**config.mk**
```make
export PLATFORM = sky130hd
export DESIGN_NAME = motor_tacho_update_irq_ctrl
export DESIGN_NICKNAME = d
export VERILOG_FILES = /design/src/hw/motor_ctrl_pkg.sv /design/src/hw/motor_rate_div.sv /design/src/hw/motor_flag_reg.sv /design/src/hw/motor_tacho_update_irq_ctrl.sv
export SDC_FILE = /design/constraint.sdc
export NUM_CORES = 1
export LEC_CHECK = 0
export BUFFER_PORTS_ARGS = -buffer_cell sky130_fd_sc_hd__buf_2
export CAP_MARGIN = 20
export CORE_ASPECT_RATIO = 1.1
export CORE_MARGIN = 2
export CORE_UTILIZATION = 40
export CTS_CLUSTER_DIAMETER = 100
export DETAILED_ROUTE_END_ITERATION = 7
export HOLD_SLACK_MARGIN = 0.03
export PLACE_DENSITY = 0.68
export SKIP_LAST_GASP = 1
export SLEW_MARGIN = 20
export SYNTH_ARGS = -nofsm -noshare
export SYNTH_HDL_FRONTEND = slang
export SYNTH_SLANG_ARGS = --single-unit
```
**constraint.sdc**
```tcl
create_clock -name i_mclk -period 7.15 [get_ports i_mclk]
set_input_delay 1.0725 -clock i_mclk [delete_from_list [all_inputs] [get_ports i_mclk]]
set_output_delay 1.0725 -clock i_mclk [all_outputs]
set_load 0.01 [all_outputs]
```
**src/hw/motor_ctrl_pkg.sv**
```systemverilog
/*
  Constants for the motor controller tacho, compare update and emergency block.
  Assumes a word-addressed Wishbone map: byte address is four times the index.
*/
// Operation
// - One-shot capture stops counting, latches counter, flags capture, clears if selected.
// - One-shot top byte match with compare stops counter and flags overflow.
// - Continuous capture latches counter and flags capture without stopping.
// - Continuous top byte match flags overflow and keeps counting.
// - Tacho compare resets to ffh; match clears counter and flags overflow.
// - Transfer mode bit: 0 hardware, 1 software; events flagged in both modes.
// - Writing 1 to the PWM clear bit clears the PWM counter; software resets it.
// - Active phase and period compares are zero after reset.
// - Hardware mode: counters both zero reloads repetition, copies preloads, flags transfer.
// - An event recurring while still pending is dropped silently.
// - Software go with select bits updates chosen registers; go self-clears.
// - Software mode performs no automatic preload copy on transfer.
// - Repetition counter is decremented at once when software updates it.
// - Outputs from override bits, else dead-time outputs, else plain PWM.
// - Emergency enable resets to 0; while clear the pin passes straight to core.
// - Enabled emergency sets pending, floats outputs, requests core, clears drive enable.
// - Emergency pending bit clears by writing 0 only while emergency is inactive.
// - Captured tacho value reads as two read-only bytes.
// - Pending bit layout fixed; each sets only when its event enable is 1.
// - Phase flags: always in classical mode, chosen direction only when centred.
// - Software cannot set pending bits, only clear them with a mask load.
// - Tacho divider high holds four bits, upper bits zero, reset 00h.
// - Edge field: 00 none, 01 falling, 10 rising, 11 both.
// - Software capture bit captures when software source selected and self-clears.
package motor_ctrl_pkg;
  localparam logic [7:0] IDX_CAPT_HI = 8'hf0;
  localparam logic [7:0] IDX_CAPT_LO = 8'hf1;
  localparam logic [7:0] IDX_TACHO_OVERFLOW_COMPARE    = 8'hf2;
  localparam logic [7:0] IDX_PEND    = 8'hf3;
  localparam logic [7:0] IDX_TDIV_HI = 8'hf4;
  localparam logic [7:0] IDX_TDIV_LO = 8'hf5;
  localparam logic [7:0] IDX_PDIV    = 8'hf6;
  localparam logic [7:0] IDX_REP     = 8'hf7;
  localparam logic [7:0] IDX_CTRL0   = 8'hf8;
  localparam logic [7:0] IDX_CTRL1   = 8'hf9;
  localparam logic [7:0] IDX_CTRL2   = 8'hfa;
  localparam logic [7:0] IDX_OVR     = 8'hfb;
  localparam logic [7:0] IDX_VECTOR  = 8'hfc;
  localparam logic [7:0] IDX_EVT_EN  = 8'hfd;
  localparam logic [7:0] IDX_MISC    = 8'hfe;
  localparam logic [7:0] IDX_PRE0    = 8'he0;
  localparam logic [7:0] IDX_PRE_U   = 8'he1;
  localparam logic [7:0] IDX_PRE_V   = 8'he2;
  localparam logic [7:0] IDX_PRE_W   = 8'he3;
  localparam int unsigned C0_TCNT_EN = 6;
  localparam int unsigned C0_PWM_EN  = 5;
  localparam int unsigned C0_TCLR    = 4;
  localparam int unsigned C0_PCLR    = 3;
  localparam int unsigned C0_CENTRED = 2;
  localparam int unsigned C0_UP      = 1;
  localparam int unsigned C0_COMPL   = 0;
  localparam int unsigned C1_EMRG_EN = 6;
  localparam int unsigned C1_CLR_CPT = 5;
  localparam int unsigned C1_SRC_SW  = 4;
  localparam int unsigned C1_SW_CAPT = 3;
  localparam int unsigned C1_ONESHOT = 2;
  localparam int unsigned ES_FALL    = 0;
  localparam int unsigned ES_RISE    = 1;
  localparam int unsigned C2_REP_SEL = 6;
  localparam int unsigned C2_W_SEL   = 5;
  localparam int unsigned C2_V_SEL   = 4;
  localparam int unsigned C2_U_SEL   = 3;
  localparam int unsigned C2_P_SEL   = 2;
  localparam int unsigned C2_GO      = 1;
  localparam int unsigned C2_SWMODE  = 0;
  localparam int unsigned OV_SEL     = 7;
  localparam int unsigned OV_DRIVE   = 6;
  localparam int unsigned VEC_EMRG   = 3;
  localparam int unsigned MISC_LEVEL = 0;
  localparam int unsigned MISC_DIR   = 1;
  localparam logic [7:0] RST_TACHO_OVERFLOW_COMPARE    = 8'hff;
  localparam logic [7:0] RST_CTRL0   = 8'h83;
  localparam logic [7:0] CTRL_MASK   = 8'h7f;
endpackage

```
**src/hw/motor_rate_div.sv**
```systemverilog
/*
  Rate divider: one-cycle tick every div+1 clocks while running.
  Assumes i_div is steady while running; stopping restarts the count.
*/
`timescale 1ns/1ns
`default_nettype none
module motor_rate_div #(
  parameter int unsigned W = 8
) (
  input  wire logic         i_mclk,
  input  wire logic         i_sys_rst,
  input  wire logic         i_run,
  input  wire logic [W-1:0] i_div,
  output logic              o_tick
);
  logic [W-1:0] cnt_q;

  assign o_tick = i_run & (cnt_q == i_div);

  always_ff @(posedge i_mclk)
  begin
    if (i_sys_rst || !i_run || o_tick)
      cnt_q <= '0;
    else
      cnt_q <= cnt_q + 1'b1;
  end
endmodule // motor_rate_div
`default_nettype wire

```
**src/hw/motor_flag_reg.sv**
```systemverilog
/*
  Sticky event flags: hardware sets, a mask write clears bits written as 0.
  Assumes i_set is already qualified by the event enables.
*/
`timescale 1ns/1ns
`default_nettype none
module motor_flag_reg #(
  parameter int unsigned W = 8
) (
  input  wire logic         i_mclk,
  input  wire logic         i_sys_rst,
  input  wire logic [W-1:0] i_set,
  input  wire logic         i_wr,
  input  wire logic [W-1:0] i_wdat,
  output logic [W-1:0]      o_flags
);
  logic [W-1:0] kept;

  // Ones in the mask keep a bit; a new event wins over a clear
  assign kept = i_wr ? (o_flags & i_wdat) : o_flags;

  always_ff @(posedge i_mclk)
  begin
    if (i_sys_rst)
      o_flags <= '0;
    else
      o_flags <= kept | i_set;
  end
endmodule // motor_flag_reg
`default_nettype wire

```
**src/hw/motor_tacho_update_irq_ctrl.sv**
```systemverilog
/*
  Tacho counter, compare update, output select and emergency handling of a
  three-phase motor controller, with a classic Wishbone register slave.
  Assumes the PWM phase waveforms and dead-time outputs come from outside.
*/
// Local design decision: the Wishbone interface to the registers.
`timescale 1ns/1ns
`default_nettype none
module motor_tacho_update_irq_ctrl #(
  parameter int unsigned ADR_W  = 10,
  parameter int unsigned TCNT_W = 16,
  parameter int unsigned PCNT_W = 10
) (
  input  wire logic              i_mclk,
  input  wire logic              i_sys_rst,
  input  wire logic              i_wb_cyc,
  input  wire logic              i_wb_stb,
  input  wire logic              i_wb_we,
  input  wire logic [ADR_W-1:0]  i_wb_adr,
  input  wire logic [3:0]        i_wb_sel,
  input  wire logic [31:0]       i_wb_dat,
  output logic                   o_wb_ack,
  output logic [31:0]            o_wb_dat,
  input  wire logic              i_tacho,
  input  wire logic              i_emergency,
  input  wire logic [2:0]        i_pwm_phase,
  input  wire logic [5:0]        i_deadtime_hl,
  output logic [5:0]             o_motor,
  output logic [5:0]             o_motor_oe,
  output logic                   o_emergency_core
);
  localparam int unsigned CMP_W = PCNT_W + 1;

  function automatic logic wr_hit(input logic [7:0] a, input logic [7:0] b, input logic go);
    return go & (a == b);
  endfunction

  function automatic logic phase_hit(input logic [PCNT_W-1:0] cnt, input logic [CMP_W-1:0] cmp,
                                     input logic centred, input logic up, input logic dir);
    return ({1'b0, cnt} == cmp) & (!centred | (up ^ dir));
  endfunction

  logic              ack_q;
  logic [31:0]       rdat_q;
  logic [31:0]       rd;
  logic [7:0]        tacho_overflow_compare_q;
  logic [3:0]        tdiv_hi_q;
  logic [7:0]        tdiv_lo_q;
  logic [7:0]        pdiv_q;
  logic [7:0]        rep_q;
  logic [7:0]        ctrl0_q;
  logic [7:0]        ctrl0_d;
  logic [7:0]        ctrl1_q;
  logic [7:0]        ctrl1_d;
  logic [7:0]        ctrl2_q;
  logic [7:0]        ctrl2_d;
  logic [7:0]        ovr_q;
  logic [7:0]        ovr_d;
  logic [7:0]        evt_en_q;
  logic [1:0]        misc_q;
  logic [PCNT_W-1:0] pre0_q;
  logic [CMP_W-1:0]  pre_u_q;
  logic [CMP_W-1:0]  pre_v_q;
  logic [CMP_W-1:0]  pre_w_q;
  logic [TCNT_W-1:0] tcnt_q;
  logic [TCNT_W-1:0] capt_q;
  logic              tacho_prev_q;
  logic [PCNT_W-1:0] pcnt_q;
  logic [PCNT_W-1:0] pcnt_d;
  logic              up_q;
  logic              up_d;
  logic [7:0]        rep_cnt_q;
  logic [PCNT_W-1:0] cmp0_q;
  logic [CMP_W-1:0]  cmp_u_q;
  logic [CMP_W-1:0]  cmp_v_q;
  logic [CMP_W-1:0]  cmp_w_q;
  logic              emrg_q;
  logic [7:0]        pend;
  logic              ttick;
  logic              ptick;

  // Bus decode: one transfer per ack, writes land at the acknowledging edge
  wire       req      = i_wb_cyc & i_wb_stb;
  wire [7:0] idx      = i_wb_adr[ADR_W-1:2];
  wire       aligned  = i_wb_adr[1:0] == 2'b00;
  wire       wr_go    = req & i_wb_we & ack_q & i_wb_sel[0] & aligned;
  wire [7:0] wdat     = i_wb_dat[7:0];
  wire       wr_c0    = wr_hit(idx, motor_ctrl_pkg::IDX_CTRL0, wr_go);
  wire       wr_c1    = wr_hit(idx, motor_ctrl_pkg::IDX_CTRL1, wr_go);
  wire       wr_c2    = wr_hit(idx, motor_ctrl_pkg::IDX_CTRL2, wr_go);
  wire       wr_ovr   = wr_hit(idx, motor_ctrl_pkg::IDX_OVR, wr_go);
  wire       wr_pend  = wr_hit(idx, motor_ctrl_pkg::IDX_PEND, wr_go);
  wire       wr_vec   = wr_hit(idx, motor_ctrl_pkg::IDX_VECTOR, wr_go);

  // Tacho side
  wire       tcnt_en  = ctrl0_q[motor_ctrl_pkg::C0_TCNT_EN];
  wire       oneshot  = ctrl1_q[motor_ctrl_pkg::C1_ONESHOT];
  wire [1:0] es       = ctrl1_q[1:0];
  wire       rise     = i_tacho & !tacho_prev_q;
  wire       fall     = !i_tacho & tacho_prev_q;
  wire       hw_capt  = (es[motor_ctrl_pkg::ES_FALL] & fall) | (es[motor_ctrl_pkg::ES_RISE] & rise);
  wire       capt_ev  = ctrl1_q[motor_ctrl_pkg::C1_SRC_SW] ? ctrl1_q[motor_ctrl_pkg::C1_SW_CAPT]
                                                           : hw_capt;
  wire       ovf_ev   = tcnt_en & (tcnt_q[TCNT_W-1 -: 8] == tacho_overflow_compare_q);
  wire       tclear   = ctrl0_q[motor_ctrl_pkg::C0_TCLR] | ovf_ev
                        | (capt_ev & ctrl1_q[motor_ctrl_pkg::C1_CLR_CPT]);
  wire       tstop    = oneshot & (capt_ev | ovf_ev);

  // PWM counter and compare update
  wire       pwm_en   = ctrl0_q[motor_ctrl_pkg::C0_PWM_EN];
  wire       pclr     = ctrl0_q[motor_ctrl_pkg::C0_PCLR];
  wire       centred  = ctrl0_q[motor_ctrl_pkg::C0_CENTRED];
  wire       dir      = misc_q[motor_ctrl_pkg::MISC_DIR];
  wire       step     = pwm_en & ptick & !pclr;
  wire       at_top   = pcnt_q == cmp0_q;
  wire       at_zero  = pcnt_q == '0;
  wire       zero_ev  = step & at_zero;
  wire       cm0_ev   = step & at_top;
  wire       u_ev     = step & phase_hit(pcnt_q, cmp_u_q, centred, up_q, dir);
  wire       v_ev     = step & phase_hit(pcnt_q, cmp_v_q, centred, up_q, dir);
  wire       w_ev     = step & phase_hit(pcnt_q, cmp_w_q, centred, up_q, dir);
  wire       swmode   = ctrl2_q[motor_ctrl_pkg::C2_SWMODE];
  wire       xfer_ev  = zero_ev & (rep_cnt_q == 8'h00);
  wire       hw_load  = xfer_ev & !swmode;
  wire       sw_go    = swmode & ctrl2_q[motor_ctrl_pkg::C2_GO];
  wire [7:0] rep_sw   = (rep_q == 8'h00) ? 8'h00 : rep_q - 8'h01;

  // Emergency
  wire       emrg_act = i_emergency ~^ misc_q[motor_ctrl_pkg::MISC_LEVEL];
  wire       emrg_en  = ctrl1_q[motor_ctrl_pkg::C1_EMRG_EN];
  wire       emrg_set = emrg_en & emrg_act;
  wire       emrg_clr = wr_vec & !wdat[motor_ctrl_pkg::VEC_EMRG] & !emrg_act;
  wire       emrg_d   = emrg_set | (emrg_q & !emrg_clr);

  // Output source select
  wire [5:0] plain    = {{2{i_pwm_phase[2]}}, {2{i_pwm_phase[1]}}, {2{i_pwm_phase[0]}}};
  wire [5:0] motor_d  = ovr_q[motor_ctrl_pkg::OV_SEL] ? ovr_q[5:0]
                      : ctrl0_q[motor_ctrl_pkg::C0_COMPL] ? i_deadtime_hl : plain;
  wire       drive    = ovr_q[motor_ctrl_pkg::OV_DRIVE] & !emrg_q;

  wire [7:0] evt_set  = evt_en_q & {cm0_ev, capt_ev, ovf_ev, xfer_ev,
                                    zero_ev, u_ev, v_ev, w_ev};

  always_comb
  begin
    ctrl0_d = wr_c0 ? wdat : ctrl0_q;
    if (!wr_c0)
      ctrl0_d[motor_ctrl_pkg::C0_TCLR] = 1'b0;
    if (!wr_c0 && tstop)
      ctrl0_d[motor_ctrl_pkg::C0_TCNT_EN] = 1'b0;
    ctrl1_d = (wr_c1 ? wdat : ctrl1_q) & motor_ctrl_pkg::CTRL_MASK;
    if (!wr_c1)
      ctrl1_d[motor_ctrl_pkg::C1_SW_CAPT] = 1'b0;
    ctrl2_d = (wr_c2 ? wdat : ctrl2_q) & motor_ctrl_pkg::CTRL_MASK;
    if (!wr_c2)
      ctrl2_d[motor_ctrl_pkg::C2_GO] = 1'b0;
    ovr_d = wr_ovr ? wdat : ovr_q;
    if (emrg_set)
      ovr_d[motor_ctrl_pkg::OV_DRIVE] = 1'b0;
  end

  always_comb
  begin
    pcnt_d = pcnt_q;
    up_d   = up_q;
    if (pclr)
    begin
      pcnt_d = '0;
      up_d   = 1'b1;
    end
    else if (step)
    begin
      if (!centred)
      begin
        pcnt_d = at_top ? '0 : pcnt_q + 1'b1;
        up_d   = 1'b1;
      end
      else if (up_q)
      begin
        up_d   = !at_top;
        pcnt_d = at_top ? pcnt_q - 1'b1 : pcnt_q + 1'b1;
      end
      else
      begin
        up_d   = at_zero;
        pcnt_d = at_zero ? pcnt_q + 1'b1 : pcnt_q - 1'b1;
      end
    end
  end

  always_comb
  begin
    rd = 32'h0;
    if (aligned)
    begin
      unique case (idx)
        motor_ctrl_pkg::IDX_CAPT_HI: rd = {24'h0, capt_q[TCNT_W-1 -: 8]};
        motor_ctrl_pkg::IDX_CAPT_LO: rd = {24'h0, capt_q[7:0]};
        motor_ctrl_pkg::IDX_TACHO_OVERFLOW_COMPARE:    rd = {24'h0, tacho_overflow_compare_q};
        motor_ctrl_pkg::IDX_PEND:    rd = {24'h0, pend};
        motor_ctrl_pkg::IDX_TDIV_HI: rd = {28'h0, tdiv_hi_q};
        motor_ctrl_pkg::IDX_TDIV_LO: rd = {24'h0, tdiv_lo_q};
        motor_ctrl_pkg::IDX_PDIV:    rd = {24'h0, pdiv_q};
        motor_ctrl_pkg::IDX_REP:     rd = {24'h0, rep_q};
        motor_ctrl_pkg::IDX_CTRL0:   rd = {24'h0, ctrl0_q[7:2], up_q, ctrl0_q[0]};
        motor_ctrl_pkg::IDX_CTRL1:   rd = {24'h0, ctrl1_q};
        motor_ctrl_pkg::IDX_CTRL2:   rd = {24'h0, ctrl2_q};
        motor_ctrl_pkg::IDX_OVR:     rd = {24'h0, ovr_q};
        motor_ctrl_pkg::IDX_VECTOR:  rd = {28'h0, emrg_q, 3'h0};
        motor_ctrl_pkg::IDX_EVT_EN:  rd = {24'h0, evt_en_q};
        motor_ctrl_pkg::IDX_MISC:    rd = {30'h0, misc_q};
        motor_ctrl_pkg::IDX_PRE0:    rd = 32'(pre0_q);
        motor_ctrl_pkg::IDX_PRE_U:   rd = 32'(pre_u_q);
        motor_ctrl_pkg::IDX_PRE_V:   rd = 32'(pre_v_q);
        motor_ctrl_pkg::IDX_PRE_W:   rd = 32'(pre_w_q);
        default:                     rd = 32'h0;
      endcase
    end
  end

  motor_rate_div #(.W(12)) u_tacho_div (
    .i_mclk    (i_mclk),
    .i_sys_rst (i_sys_rst),
    .i_run     (tcnt_en),
    .i_div     ({tdiv_hi_q, tdiv_lo_q}),
    .o_tick    (ttick)
  );

  motor_rate_div #(.W(8)) u_pwm_div (
    .i_mclk    (i_mclk),
    .i_sys_rst (i_sys_rst),
    .i_run     (pwm_en),
    .i_div     (pdiv_q),
    .o_tick    (ptick)
  );

  motor_flag_reg #(.W(8)) u_pending (
    .i_mclk    (i_mclk),
    .i_sys_rst (i_sys_rst),
    .i_set     (evt_set),
    .i_wr      (wr_pend),
    .i_wdat    (wdat),
    .o_flags   (pend)
  );

  always_ff @(posedge i_mclk)
  begin
    if (i_sys_rst)
    begin
      ack_q  <= 1'b0;
      rdat_q <= 32'h0;
    end
    else
    begin
      ack_q <= req & !ack_q;
      if (req && !ack_q)
        rdat_q <= rd;
    end
  end

  always_ff @(posedge i_mclk)
  begin
    if (i_sys_rst)
    begin
      tacho_overflow_compare_q    <= motor_ctrl_pkg::RST_TACHO_OVERFLOW_COMPARE;
      tdiv_hi_q <= 4'h0;
      tdiv_lo_q <= 8'h00;
      pdiv_q    <= 8'h00;
      rep_q     <= 8'h00;
      evt_en_q  <= 8'h00;
      misc_q    <= 2'h0;
      pre0_q    <= '0;
      pre_u_q   <= '0;
      pre_v_q   <= '0;
      pre_w_q   <= '0;
    end
    else if (wr_go)
    begin
      unique case (idx)
        motor_ctrl_pkg::IDX_TACHO_OVERFLOW_COMPARE:    tacho_overflow_compare_q    <= wdat;
        motor_ctrl_pkg::IDX_TDIV_HI: tdiv_hi_q <= wdat[3:0];
        motor_ctrl_pkg::IDX_TDIV_LO: tdiv_lo_q <= wdat;
        motor_ctrl_pkg::IDX_PDIV:    pdiv_q    <= wdat;
        motor_ctrl_pkg::IDX_REP:     rep_q     <= wdat;
        motor_ctrl_pkg::IDX_EVT_EN:  evt_en_q  <= wdat;
        motor_ctrl_pkg::IDX_MISC:    misc_q    <= wdat[1:0];
        motor_ctrl_pkg::IDX_PRE0:    pre0_q    <= i_wb_dat[PCNT_W-1:0];
        motor_ctrl_pkg::IDX_PRE_U:   pre_u_q   <= i_wb_dat[CMP_W-1:0];
        motor_ctrl_pkg::IDX_PRE_V:   pre_v_q   <= i_wb_dat[CMP_W-1:0];
        motor_ctrl_pkg::IDX_PRE_W:   pre_w_q   <= i_wb_dat[CMP_W-1:0];
        default:                     ;
      endcase
    end
  end

  always_ff @(posedge i_mclk)
  begin
    if (i_sys_rst)
    begin
      ctrl0_q <= motor_ctrl_pkg::RST_CTRL0;
      ctrl1_q <= 8'h00;
      ctrl2_q <= 8'h00;
      ovr_q   <= 8'h00;
      emrg_q  <= 1'b0;
    end
    else
    begin
      ctrl0_q <= ctrl0_d;
      ctrl1_q <= ctrl1_d;
      ctrl2_q <= ctrl2_d;
      ovr_q   <= ovr_d;
      emrg_q  <= emrg_d;
    end
  end

  always_ff @(posedge i_mclk)
  begin
    if (i_sys_rst)
    begin
      tcnt_q       <= '0;
      tacho_prev_q <= 1'b0;
    end
    else
    begin
      tacho_prev_q <= i_tacho;
      if (tclear)
        tcnt_q <= '0;
      else if (tcnt_en && ttick)
        tcnt_q <= tcnt_q + 1'b1;
    end
  end

  // Capture holds no reset value
  always_ff @(posedge i_mclk)
  begin
    if (capt_ev)
      capt_q <= tcnt_q;
  end

  always_ff @(posedge i_mclk)
  begin
    if (i_sys_rst)
    begin
      pcnt_q    <= '0;
      up_q      <= 1'b1;
      rep_cnt_q <= 8'h00;
      cmp0_q    <= '0;
      cmp_u_q   <= '0;
      cmp_v_q   <= '0;
      cmp_w_q   <= '0;
    end
    else
    begin
      pcnt_q <= pcnt_d;
      up_q   <= up_d;
      if (sw_go && ctrl2_q[motor_ctrl_pkg::C2_REP_SEL])
        rep_cnt_q <= rep_sw;
      else if (xfer_ev)
        rep_cnt_q <= rep_q;
      else if (zero_ev)
        rep_cnt_q <= rep_cnt_q - 8'h01;
      if (hw_load || (sw_go && ctrl2_q[motor_ctrl_pkg::C2_P_SEL]))
        cmp0_q <= pre0_q;
      if (hw_load || (sw_go && ctrl2_q[motor_ctrl_pkg::C2_U_SEL]))
        cmp_u_q <= pre_u_q;
      if (hw_load || (sw_go && ctrl2_q[motor_ctrl_pkg::C2_V_SEL]))
        cmp_v_q <= pre_v_q;
      if (hw_load || (sw_go && ctrl2_q[motor_ctrl_pkg::C2_W_SEL]))
        cmp_w_q <= pre_w_q;
    end
  end

  always_ff @(posedge i_mclk)
  begin
    if (i_sys_rst)
    begin
      o_motor          <= 6'h00;
      o_motor_oe       <= 6'h00;
      o_emergency_core <= 1'b0;
    end
    else
    begin
      o_motor          <= motor_d;
      o_motor_oe       <= {6{drive}};
      o_emergency_core <= emrg_en ? emrg_q : i_emergency;
    end
  end

  assign o_wb_ack = ack_q;
  assign o_wb_dat = rdat_q;
endmodule // motor_tacho_update_irq_ctrl
`default_nettype wire

```
==> impl_metrics.toml <==
[finish]
layout-drive-gt1-share_pct = 9.61
antenna_cells_inserted = 0
layout-area-overhead-vs-synth_pct = 10.8
post_layout_inst_area_mm2 = 0.0145
layout.nets = 1650
postLayoutCoreUtil_pct = 44.9

[worst_setup_path]
crit_path_max_incr_delay_ps = 700
worstSetupStartpointType = "input pin"
reg2reg_slack_ps = 4160
timing.critical_path.required_ps = 7620
timing.critical_path.fanout_max = 36
timing.setup.critical_path_class = "in2reg"
path_cells = "buf_2 -> nand4_1 -> nor3b_2 -> buf_4 -> a22oi_1 -> o21ai_0 -> a22oi_1 -> a22oi_1"
cp-end-kind = "flop"
crit_path_frequent_cell = "sky130_fd_sc_hd__a22oi_1"
cpMaxStageDelayCell = "sky130_fd_sc_hd__nand4_1"
worst-endpoint-arrival_ps = 4020

[power_and_ir_drop]
p_leak_uw = 0.00569
pwr_density_cell_mw_per_mm2 = 215
vdd_ir_drop_max_uv = 175

[grt]
grt_overflow_total = 0
wire_length_of_the_first_global_routing_pass_mm = 60.9
grt_pass1_vias = 10700
grt_start_max_net_pins = 103
antenna_found_initial = 0
track_usage_pct = 22.3

[timing]
min_period_over_period_pct = 49.7
final-setup-viol-count = 0
time_the_final_worst_path_needs_with_i_o_delays_and_setup_ps = 3550
timing.slew.headroom_pct = 23.9
setup-tns-final_ps = 0
rsz0062_at_grt = "no"
timing_hold_violations_final = 0
fmax_ghz = 0.281
slew_violations = 0
fin_worst_skew_ps = 11.7
worst_margin_slew_ps = 1140

[flow_run]
max_cap_viol_count = 0

[logic_synthesis]
dominantRegCellSynth = "sky130_fd_sc_hd__dfxtp_1"
netlist_area_mm2 = 0.0131
post_synthesis_async_set_or_reset_flop_share_pct = 0
syn_avg_cell_area_um2 = 8.24
synthCells = 1590
ys_seq_elements = 262
ys.warnings.count = 0
yosysUniqueCellTypes = 65
synth.yosys.seq_area_share_pct = 41.3
synth_enable_flop_cells = 16

[drt]
drt_first_iter_violations = 913
antenna_left = 0
route.detailed.wl_per_inst_um = 19.4
vias_cell = 5.67
postRouteWirelength_mm = 39.4
routed-via-count = 11500
firstDrtPassIters = 6
remaining_drc_errors = 0

[clock_tree]
cts.repair.resized = 0
h-tree-depth = 1
cts.reportedPaths.clkPinSlew_ps = 60
root_buffer = "sky130_fd_sc_hd__clkbuf_16"
clock_sinks = 262
tritoncts_buffers = 28
cts_hold_buffers = 0
cts_tree = "built"
cts_setup_buffers = 0
clock_path_buffers = 3
worstSkewPairLatency_ps = 550

[status]
run_status = "completed"

[floorplan]
die_height_um = 194
coreArea_mm2 = 0.0323
core.rowCount = 69
start_util_pct = 40.6
die-width_um = 177
die-area_mm2 = 0.0342
i_o_pins = 108

[min_path]
min_path_type = "reg2reg"

[placed_design]
place_congestion = 0.949
post_dp_cell_area_mm2 = 0.0135
place.port_buffers = 62
detailed_place_hpwl_mm = 26.9
## cell type report
class                           instances  area (µm²)
Timing Repair Buffer                   82         463
Tap cell                              426         533
Inverter                               19        71.3
Multi-Input combinational cell       1187        7070
Clock buffer                           39         793
Sequential cell                       262        5410
Fill cell                            3140       17800
Clock inverter                         13         173
## flip-flops by register name, summed over array words and instances (netlist names), 10 cells and up
signal and cells:
capt_q 16, tcnt_q 16, u_tacho_div.cnt_q 12, cmp_u_q 11
cmp_v_q 11, cmp_w_q 11, o_wb_dat 11, pre_u_q 11
pre_v_q 11, pre_w_q 11, cmp0_q 10, pcnt_q 10
pre0_q 10
## cells in the final DEF, fill, tap and decap left out, types with 5 or more instances in the layout
master	n
sky130_fd_sc_hd__o22ai_1	5
sky130_fd_sc_hd__nand3b_1	8
sky130_fd_sc_hd__mux2_2	6
sky130_fd_sc_hd__nor4_1	11
sky130_fd_sc_hd__o211ai_1	7
sky130_fd_sc_hd__a22o_1	10
sky130_fd_sc_hd__nand2b_1	7
sky130_fd_sc_hd__nand3_1	136
sky130_fd_sc_hd__edfxtp_1	16
sky130_fd_sc_hd__o2bb2ai_1	8
sky130_fd_sc_hd__nor3_1	24
sky130_fd_sc_hd__xnor2_1	63
sky130_fd_sc_hd__a32oi_1	6
sky130_fd_sc_hd__a31oi_1	10
sky130_fd_sc_hd__or3_1	6
sky130_fd_sc_hd__buf_2	61
sky130_fd_sc_hd__clkbuf_1	7
sky130_fd_sc_hd__conb_1	21
sky130_fd_sc_hd__buf_4	21
sky130_fd_sc_hd__or4_1	7
sky130_fd_sc_hd__o21ai_0	41
sky130_fd_sc_hd__xor2_1	54
sky130_fd_sc_hd__inv_1	18
sky130_fd_sc_hd__nand2_1	262
sky130_fd_sc_hd__dfxtp_1	246
sky130_fd_sc_hd__nand4_1	20
sky130_fd_sc_hd__ha_1	8
sky130_fd_sc_hd__o31ai_1	6
sky130_fd_sc_hd__clkbuf_16	29
sky130_fd_sc_hd__nor2_1	116
sky130_fd_sc_hd__a21oi_1	131
sky130_fd_sc_hd__a22oi_1	21
sky130_fd_sc_hd__and2_1	7
sky130_fd_sc_hd__mux2i_1	94
sky130_fd_sc_hd__nor3b_1	6
sky130_fd_sc_hd__and3_1	25
## critical path, delay by kind of cell
family / cells / cell delay [ps]
AND/OR/NAND/NOR: 2 / 1270
AO/OA/AOI/OAI: 4 / 850
buffers and inverters: 2 / 800
## power by group
group          switching [µW]  leakage, µW  internal (µW)
Sequential              0.786      0.00213           1470
Combinational            92.0      0.00309           25.7
Clock                     613     0.000471            919
## final timing paths
check / endpoint / depth (start not counted) / startpoint
max: o_wb_dat[2] / 8 / i_wb_adr[6]
min: cmp_w_q[10] / 2 / cmp_w_q[10]
max reg2reg: rep_cnt_q[6] / 7 / pcnt_q[1]
min reg2reg: cmp_w_q[10] / 2 / cmp_w_q[10]
## cell families after synthesis
kind of cell	synth area share [%]
AO/OA/AOI/OAI	12.8
other	0.0286
flip-flops	41.3
buffers and inverters	5.54
AND/OR/NAND/NOR	23.5
XOR/XNOR	7.82
multiplexers	8.22
adder cells (fa/ha/maj)	0.764
## metrics by stage
step / hold slack [ps] / power (µW) / cells / setup slack, ps
after floorplan: 433 / 1580 / 1610 / 3650
after global placement: 447 / 1620 / 1976 / 3140
after detailed placement: 455 / 1620 / 1976 / 3110
after CTS: 464 / 3130 / 2028 / 3640
after global routing: 481 / 3200 / 2028 / 3470
final: 460 / 3130 / 2028 / 3600
## cell usage after synthesis, drive strengths merged (10+ instances only)
cell    count  share of area [%]
a21oi     131                5.0
a22o       10               0.67
a22oi      21                1.2
a31oi      10               0.48
and3       25                1.2
buf        47                2.3
clkbuf     95                2.7
dfxtp     246                 38
edfxtp     16                3.7
inv        19               0.54
mux2i      94                7.2
nand2     262                7.5
nand3     136                5.2
nand4      20               0.96
nor2      119                3.4
nor3       27                1.1
nor4       14               0.83
o21ai      43                1.6
xnor2      63                4.2
xor2       54                3.6
## layer usage
metal  GRT usage (%)  part of all wire (%)
met1            29.3                    41
met4            10.9                   5.4
met3            3.00                   7.0
met5               0                     0
met2            36.1                    46
Note: power is estimated with default switching activity, not from simulation.
